$ cat config.mk
export PLATFORM = sky130hd
export DESIGN_NAME = bac_top
export DESIGN_NICKNAME = d
export VERILOG_FILES = /design/src/rtl/bac_pkg.sv /design/src/rtl/bac_arb.sv /design/src/rtl/bac_top.sv
export VERILOG_INCLUDE_DIRS = /design/src /design/src/rtl
export SDC_FILE = /design/constraint.sdc
export NUM_CORES = 1
export LEC_CHECK = 0
export BUFFER_PORTS_ARGS = -buffer_cell sky130_fd_sc_hd__buf_2
export CAP_MARGIN = 20
export CORE_MARGIN = 10
export CORE_UTILIZATION = 46
export DETAILED_ROUTE_END_ITERATION = 6
export GPL_ROUTABILITY_DRIVEN = 0
export PLACE_DENSITY_LB_ADDON = 0.1
export SLEW_MARGIN = 25
export SYNTH_ARGS = -nofsm -noshare
export SYNTH_HDL_FRONTEND = slang
export SYNTH_HIERARCHICAL = 1
export SYNTH_SLANG_ARGS = --single-unit
$ cat constraint.sdc
create_clock -name pclk -period 4.2 [get_ports pclk]
set_input_delay 0.63 -clock pclk [delete_from_list [all_inputs] [get_ports pclk]]
set_output_delay 0.63 -clock pclk [all_outputs]
set_load 0.01 [all_outputs]
$ cat src/rtl/bac_regs.svh
/*
 * Register indices, field positions, reset values and timing counts of the
 * buffer access and arbitration block. Included by the design files; has no
 * logic of its own.
 */
`ifndef BAC_REGS_SVH
`define BAC_REGS_SVH

// Register indices; the APB byte address is four times the index.
`define BAC_IDX_HOST_DATA   8'h50
`define BAC_IDX_HOST_CTRL   8'h52
`define BAC_IDX_DMA_CTRL    8'h53
`define BAC_IDX_RP_LO       8'h5A
`define BAC_IDX_RP_HI       8'h5B
`define BAC_IDX_WP_LO       8'h5C
`define BAC_IDX_WP_HI       8'h5D
`define BAC_IDX_BUF_ACCESS  8'h70

// Host interface control fields.
`define BAC_HC_ARB_REQ      0
`define BAC_HC_BIE_EN       2
`define BAC_HC_BOE_EN       3
`define BAC_HC_BUSY_STAT    4

// DMA control fields.
`define BAC_DC_WRITE_LATCH  2
`define BAC_DC_READ_LATCH   3
`define BAC_DC_DIRECTION    4

`define BAC_HOST_CTRL_RST   8'h00
`define BAC_DMA_CTRL_RST    8'h00
`define BAC_PTR_RST         16'h0000

// Least bus-free time before busy-out may rise, in ns, and in pclk cycles.
`define BAC_CLK_NS          5
`define BAC_BUS_FREE_NS     5
`define BAC_BUS_FREE_CYC    ((`BAC_BUS_FREE_NS + `BAC_CLK_NS - 1) / `BAC_CLK_NS)

`endif

$ cat src/rtl/bac_pkg.sv
/*
 * Types of the buffer access and arbitration block.
 * Assumes nothing of its surroundings.
 */
package bac_pkg;

    typedef enum logic [2:0] {
        BAC_SEQ_IDLE,
        BAC_SEQ_MEM,
        BAC_SEQ_HIN,
        BAC_SEQ_LATCH,
        BAC_SEQ_ACK
    } bac_seq_t;

    typedef enum logic [1:0] {
        BAC_ARB_IDLE,
        BAC_ARB_WAIT,
        BAC_ARB_FREE,
        BAC_ARB_BUSY
    } bac_arb_t;

endpackage

$ cat src/rtl/bac_arb.sv
/*
 * Two-wire arbitration helper: waits for a free bus, then drives busy-out.
 * Assumes busy_in, sel_in and sel_out are already synchronised to pclk.
 */
`timescale 1ns/10ps
`default_nettype none
`include "bac_regs.svh"

module bac_arb (
    input  wire logic pclk,
    input  wire logic presetn,
    input  wire logic req_pending,
    input  wire logic busy_in,
    input  wire logic sel_in,
    input  wire logic sel_out,
    output logic      busy_out,
    output logic      arb_done
);

    bac_pkg::bac_arb_t state_q;
    bac_pkg::bac_arb_t state_d;
    logic [3:0]        free_cnt_q;
    logic [3:0]        free_cnt_d;
    logic              bus_free;

    assign bus_free = !busy_in && !sel_in;

    always_comb begin
        state_d    = state_q;
        free_cnt_d = free_cnt_q;
        arb_done   = 1'b0;
        if (!req_pending) begin
            state_d = bac_pkg::BAC_ARB_IDLE;
        end else begin
            unique case (state_q)
                bac_pkg::BAC_ARB_IDLE: begin
                    state_d = bac_pkg::BAC_ARB_WAIT;
                end
                bac_pkg::BAC_ARB_WAIT: begin
                    if (bus_free) begin
                        state_d    = bac_pkg::BAC_ARB_FREE;
                        free_cnt_d = 4'h1;
                    end
                end
                bac_pkg::BAC_ARB_FREE: begin
                    if (!bus_free) begin
                        state_d = bac_pkg::BAC_ARB_WAIT;
                    end else if (free_cnt_q >= 4'(`BAC_BUS_FREE_CYC)) begin
                        state_d = bac_pkg::BAC_ARB_BUSY;
                    end else begin
                        free_cnt_d = free_cnt_q + 4'h1;
                    end
                end
                bac_pkg::BAC_ARB_BUSY: begin
                    if (sel_out || sel_in || busy_in) begin
                        state_d  = bac_pkg::BAC_ARB_IDLE;
                        arb_done = 1'b1;
                    end
                end
            endcase
        end
    end

    always_ff @(posedge pclk or negedge presetn) begin
        if (!presetn) begin
            state_q    <= bac_pkg::BAC_ARB_IDLE;
            free_cnt_q <= 4'h0;
        end else begin
            state_q    <= state_d;
            free_cnt_q <= free_cnt_d;
        end
    end

    assign busy_out = (state_q == bac_pkg::BAC_ARB_BUSY);
endmodule
`default_nettype wire

$ cat src/rtl/bac_top.sv
/*
 * Buffer access and arbitration block: APB register slave, direct processor
 * access to buffer RAM, host data bus strobes, port request priority and the
 * arbitration helper. Assumes buffer RAM and the host data latch answer
 * within one pclk cycle of their strobes; port request, busy-in, select-in and select-out are asynchronous.
 */
// Chosen here: the address map and the APB register port.
`timescale 1ns/10ps
`default_nettype none
`include "bac_regs.svh"

// Overview of operation
// - Buffer access takes its address from read pointer, or write pointer when direction set.
// - Buffer access by the processor never advances either pointer.
// - Writing one to the arbitration-request bit makes a request pending.
// - A pending request waits until busy-in and select-in are both inactive.
// - Busy-out rises only after one full free clock period.
// - Busy-out holds until select-out, select-in, busy-in, or software clears it.
// - Port request has priority over processor buffer cycles and host reads; idle request frees the cycle.
// - An active port request disables bus-in-enable in every cycle that it is active.
// - Host data write with output enable set pulses latch strobe, then raises bus-out-enable until the bit is cleared.
// - Direction set writes port data at write pointer; clear reads at read pointer.
// - Buffer read asserts memory select; buffer write adds buffer write enable.
// - Latch and bus-out-enable occur only when the output-enable bit was set.
module bac_top (
    input  wire logic        pclk,
    input  wire logic        presetn,
    input  wire logic        psel,
    input  wire logic        penable,
    input  wire logic        pwrite,
    input  wire logic [11:0] paddr,
    input  wire logic [31:0] pwdata,
    output logic      [31:0] prdata,
    output logic             pready,
    output logic             pslverr,
    output logic      [15:0] buf_addr,
    output logic      [7:0]  buf_wdata,
    input  wire logic [7:0]  buf_rdata,
    output logic             memory_select,
    output logic             buf_write_en,
    input  wire logic        port_req,
    output logic             port_slot,
    input  wire logic [7:0]  host_data_in,
    output logic      [7:0]  host_data_out,
    output logic             bus_in_enable,
    output logic             bus_out_enable,
    output logic             latch_strobe,
    input  wire logic        busy_in,
    input  wire logic        sel_in,
    input  wire logic        sel_out,
    output logic             busy_out
);

    function automatic logic idx_is(input logic [11:0] addr, input logic [7:0] idx);
        idx_is = (addr[1:0] == 2'h0) && (addr[11:10] == 2'h0) && (addr[9:2] == idx);
    endfunction

    // Two-flop synchronisers for the asynchronous pins.
    logic [3:0] pin_meta_q;
    logic [3:0] pin_sync_q;
    logic       port_req_s;
    logic       busy_in_s;
    logic       sel_in_s;
    logic       sel_out_s;

    always_ff @(posedge pclk or negedge presetn) begin
        if (!presetn) begin
            pin_meta_q <= 4'h0;
            pin_sync_q <= 4'h0;
        end else begin
            pin_meta_q <= {sel_out, sel_in, busy_in, port_req};
            pin_sync_q <= pin_meta_q;
        end
    end

    assign port_req_s = pin_sync_q[0];
    assign busy_in_s  = pin_sync_q[1];
    assign sel_in_s   = pin_sync_q[2];
    assign sel_out_s  = pin_sync_q[3];

    // Registers and sequencer.
    bac_pkg::bac_seq_t seq_q;
    bac_pkg::bac_seq_t seq_d;
    logic [7:0]  host_ctrl_q;
    logic [7:0]  host_ctrl_d;
    logic [7:0]  dma_ctrl_q;
    logic [7:0]  dma_ctrl_d;
    logic [15:0] rp_q;
    logic [15:0] rp_d;
    logic [15:0] wp_q;
    logic [15:0] wp_d;
    logic [31:0] prdata_q;
    logic [31:0] prdata_d;
    logic [7:0]  host_out_q;
    logic [7:0]  host_out_d;
    logic        boe_q;
    logic        boe_d;
    logic        setup;
    logic        commit;
    logic        mapped;
    logic        direction;
    logic        cpu_mem;
    logic        port_xfer;
    logic        arb_done;

    assign setup     = psel && !penable && (seq_q == bac_pkg::BAC_SEQ_IDLE);
    assign commit    = psel && penable && pready;
    assign direction = dma_ctrl_q[`BAC_DC_DIRECTION];
    assign mapped    = idx_is(paddr, `BAC_IDX_HOST_DATA) || idx_is(paddr, `BAC_IDX_HOST_CTRL)
                    || idx_is(paddr, `BAC_IDX_DMA_CTRL) || idx_is(paddr, `BAC_IDX_RP_LO)
                    || idx_is(paddr, `BAC_IDX_RP_HI) || idx_is(paddr, `BAC_IDX_WP_LO)
                    || idx_is(paddr, `BAC_IDX_WP_HI) || idx_is(paddr, `BAC_IDX_BUF_ACCESS);
    // The processor's buffer cycle yields to a port transfer, which cannot wait.
    assign port_xfer = port_req_s;
    assign cpu_mem   = (seq_q == bac_pkg::BAC_SEQ_MEM) && !port_xfer;

    always_comb begin
        seq_d       = seq_q;
        host_ctrl_d = host_ctrl_q;
        dma_ctrl_d  = dma_ctrl_q;
        rp_d        = rp_q;
        wp_d        = wp_q;
        prdata_d    = prdata_q;
        host_out_d  = host_out_q;
        boe_d       = boe_q;
        unique case (seq_q)
            bac_pkg::BAC_SEQ_IDLE: begin
                if (setup) begin
                    prdata_d = 32'h0000_0000;
                    if (idx_is(paddr, `BAC_IDX_BUF_ACCESS)) begin
                        seq_d = bac_pkg::BAC_SEQ_MEM;
                    end else if (idx_is(paddr, `BAC_IDX_HOST_DATA) && !pwrite) begin
                        seq_d = bac_pkg::BAC_SEQ_HIN;
                    end else if (idx_is(paddr, `BAC_IDX_HOST_DATA) && host_ctrl_q[`BAC_HC_BOE_EN]) begin
                        host_out_d = pwdata[7:0];
                        seq_d      = bac_pkg::BAC_SEQ_LATCH;
                    end else begin
                        seq_d = bac_pkg::BAC_SEQ_ACK;
                        if (idx_is(paddr, `BAC_IDX_HOST_CTRL)) begin
                            prdata_d[7:0] = host_ctrl_q;
                            prdata_d[`BAC_HC_BUSY_STAT] = busy_out;
                        end
                        if (idx_is(paddr, `BAC_IDX_DMA_CTRL)) begin
                            prdata_d[7:0] = dma_ctrl_q;
                        end
                        if (idx_is(paddr, `BAC_IDX_RP_LO)) begin
                            prdata_d[7:0] = rp_q[7:0];
                        end
                        if (idx_is(paddr, `BAC_IDX_RP_HI)) begin
                            prdata_d[7:0] = rp_q[15:8];
                        end
                        if (idx_is(paddr, `BAC_IDX_WP_LO)) begin
                            prdata_d[7:0] = wp_q[7:0];
                        end
                        if (idx_is(paddr, `BAC_IDX_WP_HI)) begin
                            prdata_d[7:0] = wp_q[15:8];
                        end
                    end
                end
            end
            bac_pkg::BAC_SEQ_MEM: begin
                if (!port_xfer) begin
                    prdata_d = {24'h00_0000, buf_rdata};
                    seq_d    = bac_pkg::BAC_SEQ_ACK;
                end
            end
            bac_pkg::BAC_SEQ_HIN: begin
                if (!port_xfer) begin
                    prdata_d = {24'h00_0000, host_data_in};
                    seq_d    = bac_pkg::BAC_SEQ_ACK;
                end
            end
            bac_pkg::BAC_SEQ_LATCH: begin
                boe_d = 1'b1;
                seq_d = bac_pkg::BAC_SEQ_ACK;
            end
            bac_pkg::BAC_SEQ_ACK: begin
                if (commit) begin
                    seq_d = bac_pkg::BAC_SEQ_IDLE;
                end
            end
            default: begin
                seq_d = bac_pkg::BAC_SEQ_IDLE;
            end
        endcase
        if (commit && pwrite) begin
            if (idx_is(paddr, `BAC_IDX_HOST_CTRL)) begin
                host_ctrl_d = pwdata[7:0];
                host_ctrl_d[`BAC_HC_BUSY_STAT] = 1'b0;
            end
            if (idx_is(paddr, `BAC_IDX_DMA_CTRL)) begin
                dma_ctrl_d = pwdata[7:0];
            end
            if (idx_is(paddr, `BAC_IDX_RP_LO)) begin
                rp_d[7:0] = pwdata[7:0];
            end
            if (idx_is(paddr, `BAC_IDX_RP_HI)) begin
                rp_d[15:8] = pwdata[7:0];
            end
            if (idx_is(paddr, `BAC_IDX_WP_LO)) begin
                wp_d[7:0] = pwdata[7:0];
            end
            if (idx_is(paddr, `BAC_IDX_WP_HI)) begin
                wp_d[15:8] = pwdata[7:0];
            end
        end
        // A request that ends in the same cycle it is rewritten keeps the write.
        if (arb_done && !(commit && pwrite && idx_is(paddr, `BAC_IDX_HOST_CTRL))) begin
            host_ctrl_d[`BAC_HC_ARB_REQ] = 1'b0;
        end
        if (!host_ctrl_d[`BAC_HC_BOE_EN]) begin
            boe_d = 1'b0;
        end
        // Only port transfers advance a pointer; processor buffer cycles do not.
        if (port_xfer) begin
            if (direction) begin
                wp_d = wp_d + 16'h0001;
            end else begin
                rp_d = rp_d + 16'h0001;
            end
        end
    end

    always_ff @(posedge pclk or negedge presetn) begin
        if (!presetn) begin
            seq_q       <= bac_pkg::BAC_SEQ_IDLE;
            host_ctrl_q <= `BAC_HOST_CTRL_RST;
            dma_ctrl_q  <= `BAC_DMA_CTRL_RST;
            rp_q        <= `BAC_PTR_RST;
            wp_q        <= `BAC_PTR_RST;
            prdata_q    <= 32'h0000_0000;
            host_out_q  <= 8'h00;
            boe_q       <= 1'b0;
        end else begin
            seq_q       <= seq_d;
            host_ctrl_q <= host_ctrl_d;
            dma_ctrl_q  <= dma_ctrl_d;
            rp_q        <= rp_d;
            wp_q        <= wp_d;
            prdata_q    <= prdata_d;
            host_out_q  <= host_out_d;
            boe_q       <= boe_d;
        end
    end

    assign prdata         = prdata_q;
    assign pready         = (seq_q == bac_pkg::BAC_SEQ_ACK);
    assign pslverr        = pready && !mapped;
    assign buf_addr       = direction ? wp_q : rp_q;
    assign buf_wdata      = pwdata[7:0];
    assign memory_select  = cpu_mem || port_xfer;
    assign buf_write_en   = (cpu_mem && pwrite) || (port_xfer && direction);
    assign port_slot      = port_xfer;
    assign host_data_out  = host_out_q;
    assign latch_strobe   = (seq_q == bac_pkg::BAC_SEQ_LATCH);
    assign bus_out_enable = boe_q;
    assign bus_in_enable  = (seq_q == bac_pkg::BAC_SEQ_HIN) && host_ctrl_q[`BAC_HC_BIE_EN] && !port_xfer;

    bac_arb u_arb (
        .pclk        (pclk),
        .presetn     (presetn),
        .req_pending (host_ctrl_q[`BAC_HC_ARB_REQ]),
        .busy_in     (busy_in_s),
        .sel_in      (sel_in_s),
        .sel_out     (sel_out_s),
        .busy_out    (busy_out),
        .arb_done    (arb_done)
    );
endmodule
`default_nettype wire

==> results.txt <==
run status -> finished clean
data required time at the worst endpoint -> 4.47 ns
Synth async-reset ratio -> 100%
startpoint type of the worst setup path -> register
global-route wire length before repair -> 25100 um
# port buffers -> 93
detailed-route via count -> 4500
hold_buf cts -> 0
critical path endpoint category -> register
internal power of the cells -> 1.38 mW
worst ir drop on vdd -> 0.181 mV
shortest period the worst path allows -> 3.43 ns
mean cell area of the mapped netlist -> 9.67 um^2
Hold Fails Final Rpt -> 0
Die X-Extent -> 129 um
Post CTS Setup Buffer Count -> 0
Worst R2R End -> rp_q[6]
proportion of power drawn by combinational gates -> 16.7%
Worst-Skew Late Latency -> 0.35 ns
number of enable flip-flop cells after synthesis -> 0
biggest area contributors in the synthesized netlist -> sky130_fd_sc_hd__dfrtp_1 (37%), sky130_fd_sc_hd__mux2_2 (9.1%), sky130_fd_sc_hd__mux2i_1 (6.4%)
worst hold-check path type -> in -> async
count of max-cap constraint violations -> 0
via count normalized by instance count -> 5.77
wire length per cell -> 20.7 um
slack of the worst reg-to-reg path -> 0.77 ns
number of synthesized register bits -> 81
fraction of post-synthesis cell area in the top cell type by area -> 37.3%
Synth area leader -> sky130_fd_sc_hd__dfrtp_1
Post-Syn Area -> 5430 um^2
antenna cell count -> 0
number of clock sinks seen by CTS -> 81
critical path endpoint -> rp_q[6]
area of the die -> 16600 um^2
cts bufs inserted -> 9
number of ports placed on the die boundary -> 142
die span in y -> 129 um
number of iterations in the first detailed-routing pass -> 5
Clk pwr share -> 38.3%
worst rel slew slack -> 29.2%
pin count of the biggest net entering global routing -> 52
RSZ-0062 raised after global routing -> false
CTS root buffer -> sky130_fd_sc_hd__clkbuf_16
maximum level of the CTS H-tree -> 3
Arr. time, crit path -> 3.70 ns
post-detailed-route count of antenna-violating nets -> 0
number of nets at the end of the flow -> 706
most instantiated library cell after synthesis -> sky130_fd_sc_hd__dfrtp_1
final setup violating endpoints -> 0
main flop type after synthesis -> sky130_fd_sc_hd__dfrtp_1
most frequent cells after synthesis -> sky130_fd_sc_hd__dfrtp_1 (81), sky130_fd_sc_hd__mux2_2 (44), sky130_fd_sc_hd__mux2i_1 (35)
vias in the first global route -> 4511
type of the setup path with the least slack -> reg -> reg
Cells after Synth -> 562
sequential share of power -> 45.1%
initial DRC count -> 298
leak pwr -> 2.80 nW
Period Utilization, post-route -> 81.7%
Yosys warnings -> 6
total core area -> 11500 um^2
fraction of layout cells with a size suffix above 1 -> 29.0%
post-synthesis sequential area ratio -> 37.3%
Critical Path Start -> seq_q[2]
total routing usage reported by global routing -> 19.0%
initial antenna violation count -> 0
Clock Tree Buf Depth -> 2
worst hold margin -> 0.224 ns
residual overflow from global routing -> 0
area added between synthesis and finish -> 13.3%
CTS clock-pin slew for the worst setup and hold paths -> 0.06 ns
setup clock skew after layout -> 0.00511 ns
depth of the worst register-to-register path -> 11
CTS tree -> done
startpoint of the lowest-slack register-to-register path -> seq_q[2]
distinct cell type count after synthesis -> 71
number of instances resized during post-cts repair -> 0
switching power total -> 0.576 mW
number of standard-cell rows in the floorplan -> 39
Final HPWL DP -> 12100 um
Pwr Total -> 1.95 mW
routed wire length -> 16100 um
f_max -> 0.292 GHz
end-of-flow core utilization -> 53.7%
top fanout value on the critical path -> 19
Starting Density -> 47.4%
P per Cell Area -> 317 nW/um^2
Post-route DRC -> 0
Sum Neg Setup Slack -> 0 ns
Worst Tran Pin Value -> 1.06 ns
number of max-slew violations in the final report -> 0
Sw Ratio -> 29.5%
## metal layers
metal  share of wire [%]  vias up  GRT usage [%]
met5                   0        -              0
met4                 1.6        0           7.66
met3                 7.8       19           3.66
met2                  45      175           29.9
met1                  45     2193           25.2
li1                    -     2113              -
## stage by stage
stage	cells	worst slack [ns]	cell area [um^2]
after floorplan	585	0.304	5520
after global placement	763	0.454	5850
after detailed placement	764	0.462	5880
after CTS	780	0.776	6150
after global routing	780	0.511	6150
final	780	0.771	6150
## area by class of cell
cell class	count	area, um^2
Timing Repair Buffer	102	556
Tap cell	143	179
Fill cell	1077	5310
Clock buffer	12	246
Sequential cell	81	2030
Clock inverter	4	28.8
Multi-Input combinational cell	432	3090
Inverter	6	22.5
## sequential cells by signal (all words and copies together), names as in the netlist
name / cells
u_arb/free_cnt_q: 4
host_data_out: 8
prdata: 8
u_arb/state_q: 2
pin_sync_q: 4
bus_out_enable: 1
seq_q: 3
rp_q: 16
wp_q: 16
dma_ctrl_q: 8
host_ctrl_q: 7
pin_meta_q: 4
## cells in the final DEF, fill, tap and decap left out, types with 4 or more instances in the layout
master,n
sky130_fd_sc_hd__o22ai_1,8
sky130_fd_sc_hd__nor2b_1,6
sky130_fd_sc_hd__nand2b_1,13
sky130_fd_sc_hd__mux2i_1,35
sky130_fd_sc_hd__buf_4,9
sky130_fd_sc_hd__inv_1,6
sky130_fd_sc_hd__xor2_1,25
sky130_fd_sc_hd__and2_1,9
sky130_fd_sc_hd__mux2_2,44
sky130_fd_sc_hd__a31oi_1,7
sky130_fd_sc_hd__or3_1,4
sky130_fd_sc_hd__dfrtp_1,81
sky130_fd_sc_hd__ha_1,5
sky130_fd_sc_hd__nor3_2,4
sky130_fd_sc_hd__nand3_1,21
sky130_fd_sc_hd__a21oi_1,16
sky130_fd_sc_hd__buf_2,92
sky130_fd_sc_hd__and3b_1,5
sky130_fd_sc_hd__and3_1,8
sky130_fd_sc_hd__conb_1,24
sky130_fd_sc_hd__xnor2_1,15
sky130_fd_sc_hd__o21ai_0,23
sky130_fd_sc_hd__nor2_1,28
sky130_fd_sc_hd__nor3_1,7
sky130_fd_sc_hd__a22oi_1,17
sky130_fd_sc_hd__nand2_1,34
sky130_fd_sc_hd__clkbuf_16,9
sky130_fd_sc_hd__nand4_1,18
## logic make-up after synthesis
kind of cell             Yosys count  share of synthesized area, %
XOR/XNOR                          40                          6.45
AO/OA/AOI/OAI                     95                          11.2
buffers and inverters             72                          7.42
other                              1                        0.0690
AND/OR/NAND/NOR                  188                          20.4
adder cells (fa/ha/maj)            5                          1.15
flip-flops                        81                          37.3
multiplexers                      80                          16.0
## worst max-delay path, stage by stage, from the launching register on
cell                      delay (ns)
sky130_fd_sc_hd__dfrtp_1        0.70
sky130_fd_sc_hd__nand4_1        0.33
sky130_fd_sc_hd__or4_4          0.54
sky130_fd_sc_hd__nor3_2         0.30
sky130_fd_sc_hd__mux2_2         0.25
sky130_fd_sc_hd__ha_1           0.19
sky130_fd_sc_hd__nand4_1        0.10
sky130_fd_sc_hd__mux2i_1        0.32
sky130_fd_sc_hd__buf_4          0.22
sky130_fd_sc_hd__nand3_1        0.10
sky130_fd_sc_hd__xor2_1         0.17
sky130_fd_sc_hd__mux2i_1        0.14
## worst min-delay path by stage
stage | endpoint | slack, ns | depth (start not counted)
2_1_floorplan | bus_out_enable | 0.33 | 0
6_report | u_arb/free_cnt_q[1] | 0.22 | 1
3_5_place_dp | pin_sync_q[0] | 0.34 | 0
4_1_cts | u_arb/free_cnt_q[1] | 0.24 | 1
3_3_place_gp | pin_sync_q[2] | 0.33 | 0
5_1_grt | u_arb/free_cnt_q[1] | 0.25 | 1
## power by group through the flow
stage	Clock (mW)	Combinational, mW	Sequential [mW]
2_1_floorplan	0	0.232	0.863
3_3_place_gp	0	0.319	0.888
3_5_place_dp	0	0.327	0.891
4_1_cts	0.755	0.329	0.876
5_1_grt	0.789	0.360	0.883
6_report	0.747	0.325	0.879
Note: power is estimated with default switching activity, not from simulation.
